File: src/design/rtt_pkg.sv
// rtt_pkg: register map, field positions and timing counts of the reader timer pair
// assumes: byte registers on a 32-bit avalon-mm slave, one word per register
package rtt_pkg;
    // --------------------------------------------------------------------
    // register indices (byte address is four times the index)
    // --------------------------------------------------------------------
    localparam logic [7:0] RUN_CTRL_IDX = 8'h0e;
    localparam logic [7:0] U0_RELOAD_HIGH_IDX = 8'h10;
    localparam logic [7:0] U0_RELOAD_LOW_IDX = 8'h11;
    localparam logic [7:0] U0_COUNT_HIGH_IDX = 8'h12;
    localparam logic [7:0] U0_COUNT_LOW_IDX = 8'h13;
    localparam logic [7:0] U1_CONTROL_IDX = 8'h14;
    localparam logic [7:0] U1_RELOAD_HIGH_IDX = 8'h15;
    localparam logic [7:0] U1_RELOAD_LOW_IDX = 8'h16;
    localparam logic [7:0] IRQ_STATUS_IDX = 8'h20;
    localparam logic [7:0] IRQ_MASK_IDX = 8'h21;
    localparam logic [7:0] U0_CONTROL_IDX = 8'h22;
    // --------------------------------------------------------------------
    // control field positions
    // --------------------------------------------------------------------
    localparam int STOP_RX_BIT = 7;
    localparam int START_SEL_LSB = 4;
    localparam int RESTART_BIT = 3;
    localparam int TICK_SEL_LSB = 0;
    localparam int RUN_FLAG_LSB = 4;
    localparam int RUN_MASK_LSB = 0;
    localparam int IRQ_U0_BIT = 0;
    localparam int IRQ_U1_BIT = 1;
    // --------------------------------------------------------------------
    // field encodings and reset values
    // --------------------------------------------------------------------
    localparam logic [1:0] START_NONE = 2'h0;
    localparam logic [1:0] START_TX_END = 2'h1;
    localparam logic [1:0] START_LFO_PLAIN = 2'h2;
    localparam logic [1:0] START_LFO_UFL = 2'h3;
    localparam logic [1:0] TICK_SYS = 2'h0;
    localparam logic [1:0] TICK_SLOW = 2'h1;
    localparam logic [1:0] TICK_UNIT0 = 2'h2;
    localparam logic [1:0] TICK_UNIT2 = 2'h3;
    localparam logic [7:0] CONTROL_RESET = 8'h00;
    localparam logic [7:0] RELOAD_RESET = 8'h00;
    localparam logic [7:0] CONTROL_RW_MASK = 8'hbb;
    // --------------------------------------------------------------------
    // timing
    // --------------------------------------------------------------------
    localparam int CLK_HZ = 100000000;
    localparam int SLOW_TICK_HZ = 211875;
    // integer divide: the slow tick runs slightly fast; clamp guards a slow system clock
    localparam int SLOW_TICK_DIV_RAW = CLK_HZ / SLOW_TICK_HZ;
    localparam int SLOW_TICK_DIV = (SLOW_TICK_DIV_RAW < 1) ? 1 : SLOW_TICK_DIV_RAW;
endpackage : rtt_pkg

File: src/design/rtt_timer_pair.sv
// rtt_timer_pair: two 16-bit down-counters with reload, run control and interrupts
// assumes: one clock; frame events arrive as synchronous one-cycle pulses
`timescale 1ns/1ps
module rtt_timer_pair #(
    parameter int COUNT_W = 16,
    parameter int SLOW_DIV = rtt_pkg::SLOW_TICK_DIV
) (
    input wire logic ref_clk_i,
    input wire logic rst_b_i,
    input wire logic [9:0] avs_address_i,
    input wire logic avs_read_i,
    input wire logic avs_write_i,
    input wire logic [31:0] avs_writedata_i,
    input wire logic [3:0] avs_byteenable_i,
    input wire logic tx_end_i,
    input wire logic rx_nibble_i,
    input wire logic lfo_i,
    input wire logic unit2_underflow_i,
    output logic [31:0] avs_readdata_o,
    output logic avs_waitrequest_o,
    output logic [1:0] avs_response_o,
    output logic irq_o,
    output logic unit0_underflow_o,
    output logic unit1_underflow_o
);
    // --------------------------------------------------------------------
    // state
    // --------------------------------------------------------------------
    typedef enum logic [1:0] {RTT_IDLE, RTT_ACK} rtt_bus_e;

    typedef struct packed {
        rtt_bus_e bus;
        logic [31:0] rdata;
        logic [1:0] resp;
        logic [7:0] u0_reload_high;
        logic [7:0] u0_reload_low;
        logic [7:0] u0_control;
        logic [7:0] u1_control;
        logic [7:0] u1_reload_high;
        logic [7:0] u1_reload_low;
        logic [COUNT_W-1:0] u0_count;
        logic [COUNT_W-1:0] u1_count;
        logic [1:0] running;
        logic [1:0] irq_status;
        logic [1:0] irq_mask;
        logic irq;
        logic [1:0] ufl;
        logic [15:0] slow_cnt;
        logic slow_tick;
        logic lfo_last;
    } rtt_state_s;

    rtt_state_s st_reg;
    rtt_state_s st_next;
    logic [1:0] rst_sync_reg;
    logic rst_int_b;

    // --------------------------------------------------------------------
    // reset release
    // --------------------------------------------------------------------
    always_ff @(posedge ref_clk_i or negedge rst_b_i) begin
        if (!rst_b_i) begin
            rst_sync_reg <= 2'h0;
        end else begin
            rst_sync_reg <= {rst_sync_reg[0], 1'b1};
        end
    end
    assign rst_int_b = rst_sync_reg[1];

    // --------------------------------------------------------------------
    // helpers
    // --------------------------------------------------------------------
    function automatic logic tick_of(input logic [1:0] sel, input logic slow,
                                     input logic u0_ufl, input logic u2_ufl);
        logic t;
        t = 1'b0;
        case (sel)
            rtt_pkg::TICK_SYS: t = 1'b1;
            rtt_pkg::TICK_SLOW: t = slow;
            rtt_pkg::TICK_UNIT0: t = u0_ufl;
            default: t = u2_ufl;
        endcase
        return t;
    endfunction : tick_of

    function automatic logic is_trim(input logic [1:0] start_sel);
        return start_sel[1];
    endfunction : is_trim

    // --------------------------------------------------------------------
    // next state
    // --------------------------------------------------------------------
    logic [7:0] idx;
    logic [7:0] wbyte;
    logic wr_hit;
    logic [7:0] ctl [2];
    logic [COUNT_W-1:0] reload [2];
    logic [COUNT_W-1:0] cnt [2];
    logic [1:0] start_ev;
    logic [1:0] stop_ev;
    logic [1:0] tick;
    logic [1:0] ufl_now;
    logic lfo_rise;

    always_comb begin
        st_next = st_reg;
        idx = avs_address_i[9:2];
        wbyte = avs_byteenable_i[0] ? avs_writedata_i[7:0] : 8'h00;
        wr_hit = avs_write_i && avs_byteenable_i[0] && st_reg.bus == RTT_IDLE;
        ctl[0] = st_reg.u0_control;
        ctl[1] = st_reg.u1_control;
        reload[0] = COUNT_W'({st_reg.u0_reload_high, st_reg.u0_reload_low});
        reload[1] = COUNT_W'({st_reg.u1_reload_high, st_reg.u1_reload_low});
        cnt[0] = st_reg.u0_count;
        cnt[1] = st_reg.u1_count;
        lfo_rise = lfo_i && !st_reg.lfo_last;
        st_next.lfo_last = lfo_i;
        start_ev = 2'h0;
        stop_ev = 2'h0;
        tick = 2'h0;
        ufl_now = 2'h0;

        // slow tick prescaler
        if (st_reg.slow_cnt >= 16'(SLOW_DIV - 1)) begin
            st_next.slow_cnt = 16'h0000;
            st_next.slow_tick = 1'b1;
        end else begin
            st_next.slow_cnt = st_reg.slow_cnt + 16'h0001;
            st_next.slow_tick = 1'b0;
        end

        // hardware start and stop events per unit
        for (int u = 0; u < 2; u++) begin
            case (ctl[u][rtt_pkg::START_SEL_LSB +: 2])
                rtt_pkg::START_TX_END: start_ev[u] = tx_end_i;
                rtt_pkg::START_LFO_PLAIN,
                rtt_pkg::START_LFO_UFL: begin
                    // trimming: a rising edge starts an idle timer, stops a running one
                    start_ev[u] = lfo_rise && !st_reg.running[u];
                    stop_ev[u] = lfo_rise && st_reg.running[u];
                end
                default: ;
            endcase
            if (ctl[u][rtt_pkg::STOP_RX_BIT] && !is_trim(ctl[u][rtt_pkg::START_SEL_LSB +: 2])
                && rx_nibble_i) begin
                stop_ev[u] = 1'b1;
            end
        end

        // global run-control write
        st_next.running = st_reg.running;
        if (wr_hit && idx == rtt_pkg::RUN_CTRL_IDX) begin
            for (int u = 0; u < 2; u++) begin
                if (wbyte[rtt_pkg::RUN_MASK_LSB + u]) begin
                    if (wbyte[rtt_pkg::RUN_FLAG_LSB + u]) begin
                        start_ev[u] = 1'b1;
                    end else begin
                        stop_ev[u] = 1'b1;
                    end
                end
            end
        end

        // count
        // unit0: select 10 counts third-timer underflows, 11 counts unit1 underflows
        tick[0] = tick_of(ctl[0][rtt_pkg::TICK_SEL_LSB +: 2], st_reg.slow_tick, unit2_underflow_i,
                          st_reg.ufl[1]);
        tick[1] = tick_of(ctl[1][rtt_pkg::TICK_SEL_LSB +: 2], st_reg.slow_tick, st_reg.ufl[0],
                          unit2_underflow_i);
        for (int u = 0; u < 2; u++) begin
            if (start_ev[u]) begin
                cnt[u] = reload[u];
                st_next.running[u] = 1'b1;
            end else if (stop_ev[u]) begin
                st_next.running[u] = 1'b0;
            end else if (st_reg.running[u] && tick[u]) begin
                if (cnt[u] == '0) begin
                    // plain trimming mode reports no underflow
                    ufl_now[u] = ctl[u][rtt_pkg::START_SEL_LSB +: 2] != rtt_pkg::START_LFO_PLAIN;
                    if (ctl[u][rtt_pkg::RESTART_BIT]) begin
                        cnt[u] = reload[u];
                    end else begin
                        st_next.running[u] = 1'b0;
                    end
                end else begin
                    cnt[u] = cnt[u] - COUNT_W'(1);
                end
            end
        end
        st_next.u0_count = cnt[0];
        st_next.u1_count = cnt[1];
        st_next.ufl = ufl_now;

        // register writes, sticky flags set beats clear
        if (wr_hit) begin
            if (idx == rtt_pkg::U0_RELOAD_HIGH_IDX) begin
                st_next.u0_reload_high = wbyte;
            end else if (idx == rtt_pkg::U0_RELOAD_LOW_IDX) begin
                st_next.u0_reload_low = wbyte;
            end else if (idx == rtt_pkg::U1_CONTROL_IDX) begin
                st_next.u1_control = wbyte & rtt_pkg::CONTROL_RW_MASK;
            end else if (idx == rtt_pkg::U0_CONTROL_IDX) begin
                st_next.u0_control = wbyte & rtt_pkg::CONTROL_RW_MASK;
            end else if (idx == rtt_pkg::U1_RELOAD_HIGH_IDX) begin
                st_next.u1_reload_high = wbyte;
            end else if (idx == rtt_pkg::U1_RELOAD_LOW_IDX) begin
                st_next.u1_reload_low = wbyte;
            end else if (idx == rtt_pkg::IRQ_STATUS_IDX) begin
                st_next.irq_status = st_reg.irq_status & ~wbyte[1:0];
            end else if (idx == rtt_pkg::IRQ_MASK_IDX) begin
                st_next.irq_mask = wbyte[1:0];
            end
        end
        st_next.irq_status = st_next.irq_status | ufl_now;
        st_next.irq = |(st_next.irq_status & st_next.irq_mask);

        // bus answer: one wait cycle, then ack
        st_next.resp = 2'h0;
        if (st_reg.bus == RTT_ACK) begin
            st_next.bus = RTT_IDLE;
        end else if (avs_read_i || avs_write_i) begin
            st_next.bus = RTT_ACK;
            st_next.rdata = 32'h0;
            if (idx == rtt_pkg::RUN_CTRL_IDX) begin
                st_next.rdata[7:0] = {2'h0, st_next.running, 4'h0};
            end else if (idx == rtt_pkg::U0_RELOAD_HIGH_IDX) begin
                st_next.rdata[7:0] = st_reg.u0_reload_high;
            end else if (idx == rtt_pkg::U0_RELOAD_LOW_IDX) begin
                st_next.rdata[7:0] = st_reg.u0_reload_low;
            end else if (idx == rtt_pkg::U0_COUNT_HIGH_IDX) begin
                st_next.rdata[7:0] = st_reg.u0_count[15:8];
            end else if (idx == rtt_pkg::U0_COUNT_LOW_IDX) begin
                st_next.rdata[7:0] = st_reg.u0_count[7:0];
            end else if (idx == rtt_pkg::U1_CONTROL_IDX) begin
                st_next.rdata[7:0] = st_reg.u1_control;
            end else if (idx == rtt_pkg::U1_RELOAD_HIGH_IDX) begin
                st_next.rdata[7:0] = st_reg.u1_reload_high;
            end else if (idx == rtt_pkg::U1_RELOAD_LOW_IDX) begin
                st_next.rdata[7:0] = st_reg.u1_reload_low;
            end else if (idx == rtt_pkg::IRQ_STATUS_IDX) begin
                st_next.rdata[7:0] = {6'h0, st_reg.irq_status};
            end else if (idx == rtt_pkg::IRQ_MASK_IDX) begin
                st_next.rdata[7:0] = {6'h0, st_reg.irq_mask};
            end else if (idx == rtt_pkg::U0_CONTROL_IDX) begin
                st_next.rdata[7:0] = st_reg.u0_control;
            end else begin
                st_next.resp = 2'h2;
            end
        end
    end

    // --------------------------------------------------------------------
    // registers
    // --------------------------------------------------------------------
    always_ff @(posedge ref_clk_i or negedge rst_int_b) begin
        if (!rst_int_b) begin
            st_reg <= '0;
        end else begin
            st_reg <= st_next;
        end
    end

    assign avs_readdata_o = st_reg.rdata;
    assign avs_waitrequest_o = !(st_reg.bus == RTT_ACK);
    assign avs_response_o = st_reg.resp;
    assign irq_o = st_reg.irq;
    assign unit0_underflow_o = st_reg.ufl[0];
    assign unit1_underflow_o = st_reg.ufl[1];
endmodule : rtt_timer_pair

File: config.mk
export PLATFORM = sky130hd
export DESIGN_NAME = rtt_timer_pair
export DESIGN_NICKNAME = d
export VERILOG_FILES = /design/src/design/rtt_pkg.sv /design/src/design/rtt_timer_pair.sv
export SDC_FILE = /design/constraint.sdc
export NUM_CORES = 1
export LEC_CHECK = 0
export ABC_AREA = 1
export BUFFER_PORTS_ARGS = -buffer_cell sky130_fd_sc_hd__buf_4
export CAP_MARGIN = 30
export CORE_MARGIN = 4
export CORE_UTILIZATION = 52
export CTS_CLUSTER_SIZE = 10
export DETAILED_ROUTE_END_ITERATION = 10
export GPL_TIMING_DRIVEN = 0
export MAX_ROUTING_LAYER = met4
export PLACE_DENSITY = 0.74
export RECOVER_POWER = 25
export SLEW_MARGIN = 40
export SYNTH_ARGS = -nofsm -noshare
export SYNTH_HDL_FRONTEND = slang
export SYNTH_SLANG_ARGS = --single-unit
File: constraint.sdc
create_clock -name ref_clk_i -period 9.7 [get_ports ref_clk_i]
set_input_delay 1.455 -clock ref_clk_i [delete_from_list [all_inputs] [get_ports ref_clk_i]]
set_output_delay 1.455 -clock ref_clk_i [all_outputs]
set_load 0.01 [all_outputs]
==> results by group <==
Critical path
  • Worst Path Buf+Inv: 1
  • CP peak stage delay: 1590 ps
  • Worst path slowest cell: clkbuf_1
  • CP endpoint kind: async pin
  • CP Launch Type: flip-flop
  • Crit-path leading delay family: buffers and inverters
  • Crit path kind: reg2async
  • Crit-path max FO: 41
  • CP Cell Sequence: clkbuf_1
  • WP data arrival: 3400 ps
  • Critical Path RT: 9800 ps

Timing
  • Final clock skew: 21.1 ps
  • Slew margin rel.: -41.0%
  • Fin crit share: 34.0%
  • Min Tclk post-route: 3300 ps
  • Fin Setup TNS: 0 ps
  • Worst-Margin Slew: 2110 ps
  • Setup Viol. Count Final: 0
  • Fin. Hold Viols: 0
  • Slew Limit Fails: 80
  • RSZ-0062 raised after global routing: false
  • Fmax: 303 MHz

Pwr
  • Total leakage power: 4.35 nW
  • Internal power: 1.05 mW
  • Clock power share: 40.5%
  • Tot Pwr: 1.56 mW
  • Comb pwr share: 24.0%
  • Power Density: 196 nW/um^2
  • Register share of total power: 35.4%
  • Sw Pwr: 0.511 mW
  • Sw frac: 32.7%
  • Max IR drop VDD: 0.170 mV

Floorplan
  • Total core area: 12700 sq um
  • Initial Utilization: 53.3%
  • Die Y: 122 um
  • Die Area: 14900 sq um
  • Die X: 122 um
  • Num rows: 41
  • I/O pins: 92

Drt
  • Vias/cell: 5.23
  • Vias: 6288
  • Post-route DRC: 0
  • Routed Antenna Nets: 0
  • TritonRoute pass-1 iters: 5
  • DR iter-0 viols: 552
  • Wire per inst: 15.3 um
  • Routed WL: 18400 um

Clock tree
  • # Post-CTS Setup Buffers: 0
  • Clock slew seen by the registers of the worst setup and hold paths: 60 ps
  • Clk sink count: 115
  • Hold Buf Count CTS: 0
  • CTS H-tree lvls: 4
  • Clock Latency Late Sink: 430 ps
  • Root Driver: clkbuf_16
  • TritonCTS clock tree: yes
  • CTS buffer count: 17
  • Post-CTS resize count: 0
  • Clock buffer depth: 2

Layout
  • Most frequent cells in the layout: nand2_1 (278), dfrtp_1 (115), inv_1 (104)
  • Largest register FFs: 57
  • Nets: 1078
  • ANT cells: 0
  • Fillcell total: 1152
  • Final Cell Area: 7980 sq um
  • Multi-input gate area: 3190 sq um
  • Layout cell share with drive strength beyond 1: 13.9%
  • Most common cell after layout, fill and taps aside: nand2_1
  • Area occupied by registers: 2880 sq um
  • Area added between synthesis and finish: 18.2%

GRT
  • GRT Util Overall: 26.5%
  • Vias in the first global route: 5716
  • Congestion Overflow GR: 0
  • Largest net degree at the start of global routing: 42
  • Initial antenna violation count: 0
  • First-pass GRT wire length: 29300 um

Synthesis
  • Cell count after synthesis: 930
  • Sequential share of the synthesized area: 42.6%
  • Synth Flop Type: dfrtp_1
  • Mapped Avg Cell Area: 7.26 sq um
  • Ys async rst share: 100%
  • Post-synth EDFFs: 0
  • Synthesized flop and latch total: 115
  • Mapped cell area: 6750 sq um
  • Synth cell types: 47
  • Synth Warn #: 0

Flow run
  • Total of max-cap violations: 2

Hold path
  • Hold crit path type: reg2reg

Place
  • Gpl congestion: 0.968
  • Number of port buffers: 36
  • Post-DP HPWL: 13800 um
  • DP Area: 7400 sq um

Outcome
  • Failing checks: capacitance limit, slew limit
  • Status: finished, violations left
[metal layers]
metal	track usage, %	share of wire [%]	up-vias
li1	-	-	3091
met1	35.4	44	2927
met5	-	0	-
met2	39.7	46	234
met3	6.41	7.1	36
met4	9.17	2.3	0
[worst paths after layout]
path                                startpoint  cells past startpoint  slack (ps)                 to
setup / recovery               rst_sync_reg[1]                      1        6400         st_reg[33]
hold / removal                 rst_sync_reg[0]                      0         350    rst_sync_reg[1]
setup reg to reg               rst_sync_reg[1]                      1        6400         st_reg[33]
hold reg to reg                rst_sync_reg[0]                      0         350    rst_sync_reg[1]
max in group ref_clk_i     avs_byteenable_i[0]                     10        6780         st_reg[56]
min in group asynchronous      rst_sync_reg[1]                      0         640  avs_readdata_o[7]
[layout make-up]
| type | instances | area share (%) |
|---|---|---|
| multi-input combinational | 681 | 39.9 |
| timing repair buffer | 38 | 3.64 |
| clock inverter | 12 | 1.83 |
| clock buffer | 20 | 5.72 |
| sequential | 115 | 36.1 |
| buffer | 55 | 4.97 |
| inverter | 110 | 5.17 |
| tap | 172 | 2.70 |
[cells by family after synthesis]
| logic type | Yosys count | share of synthesized area, % |
|---|---|---|
| AO/OA/AOI/OAI | 104 | 8.41 |
| buffers and inverters | 165 | 12.0 |
| other | 2 | 0.111 |
| adder cells (fa/ha/maj) | 6 | 1.11 |
| multiplexers | 2 | 0.296 |
| flip-flops | 115 | 42.6 |
| AND/OR/NAND/NOR | 519 | 33.3 |
| XOR/XNOR | 17 | 2.20 |
[metrics by stage]
step | hold slack (ps) | instances | util [%] | setup slack (ps)
global placement | 334 | 1169 | 58.1 | 4950
finish | 349 | 1203 | 63.0 | 6400
CTS | 328 | 1203 | 63.2 | 6810
global route | 359 | 1203 | 63.0 | 5650
detailed placement | 322 | 1171 | 58.4 | 6400
floorplan | 331 | 961 | - | 6260
[synthesized netlist by cell type, types with 3 or more instances]
cell,n,share of area (%)
a21oi_1,20,1.5
a31oi_1,3,0.28
and3_1,5,0.46
buf_2,6,0.44
buf_4,38,4.2
buf_6,3,0.50
clkbuf_1,5,0.28
dfrtp_1,115,43
ha_1,6,1.1
inv_1,104,5.8
inv_2,5,0.28
nand2_1,278,15
nand3_1,90,6.7
nand4_1,15,1.4
nor2_1,94,5.2
nor2_2,3,0.28
nor3_1,10,0.74
nor3b_1,3,0.33
nor4_1,3,0.28
o211ai_1,3,0.33
o21ai_0,64,4.7
o22ai_1,3,0.28
or2_2,7,0.65
xnor2_1,8,1.0
xor2_1,9,1.2
[power groups by stage]
| stage | sequential, mW | combinational [mW] | clock (mW) |
|---|---|---|---|
| final | 0.554 | 0.376 | 0.634 |
| after global routing | 0.559 | 0.430 | 0.665 |
| after CTS | 0.553 | 0.374 | 0.642 |
| after detailed placement | 0.560 | 0.371 | 0 |
| after global placement | 0.566 | 0.355 | 0 |
| after floorplan | 0.556 | 0.284 | 0 |
No activity file was read; power rests on OpenSTA's default activity.
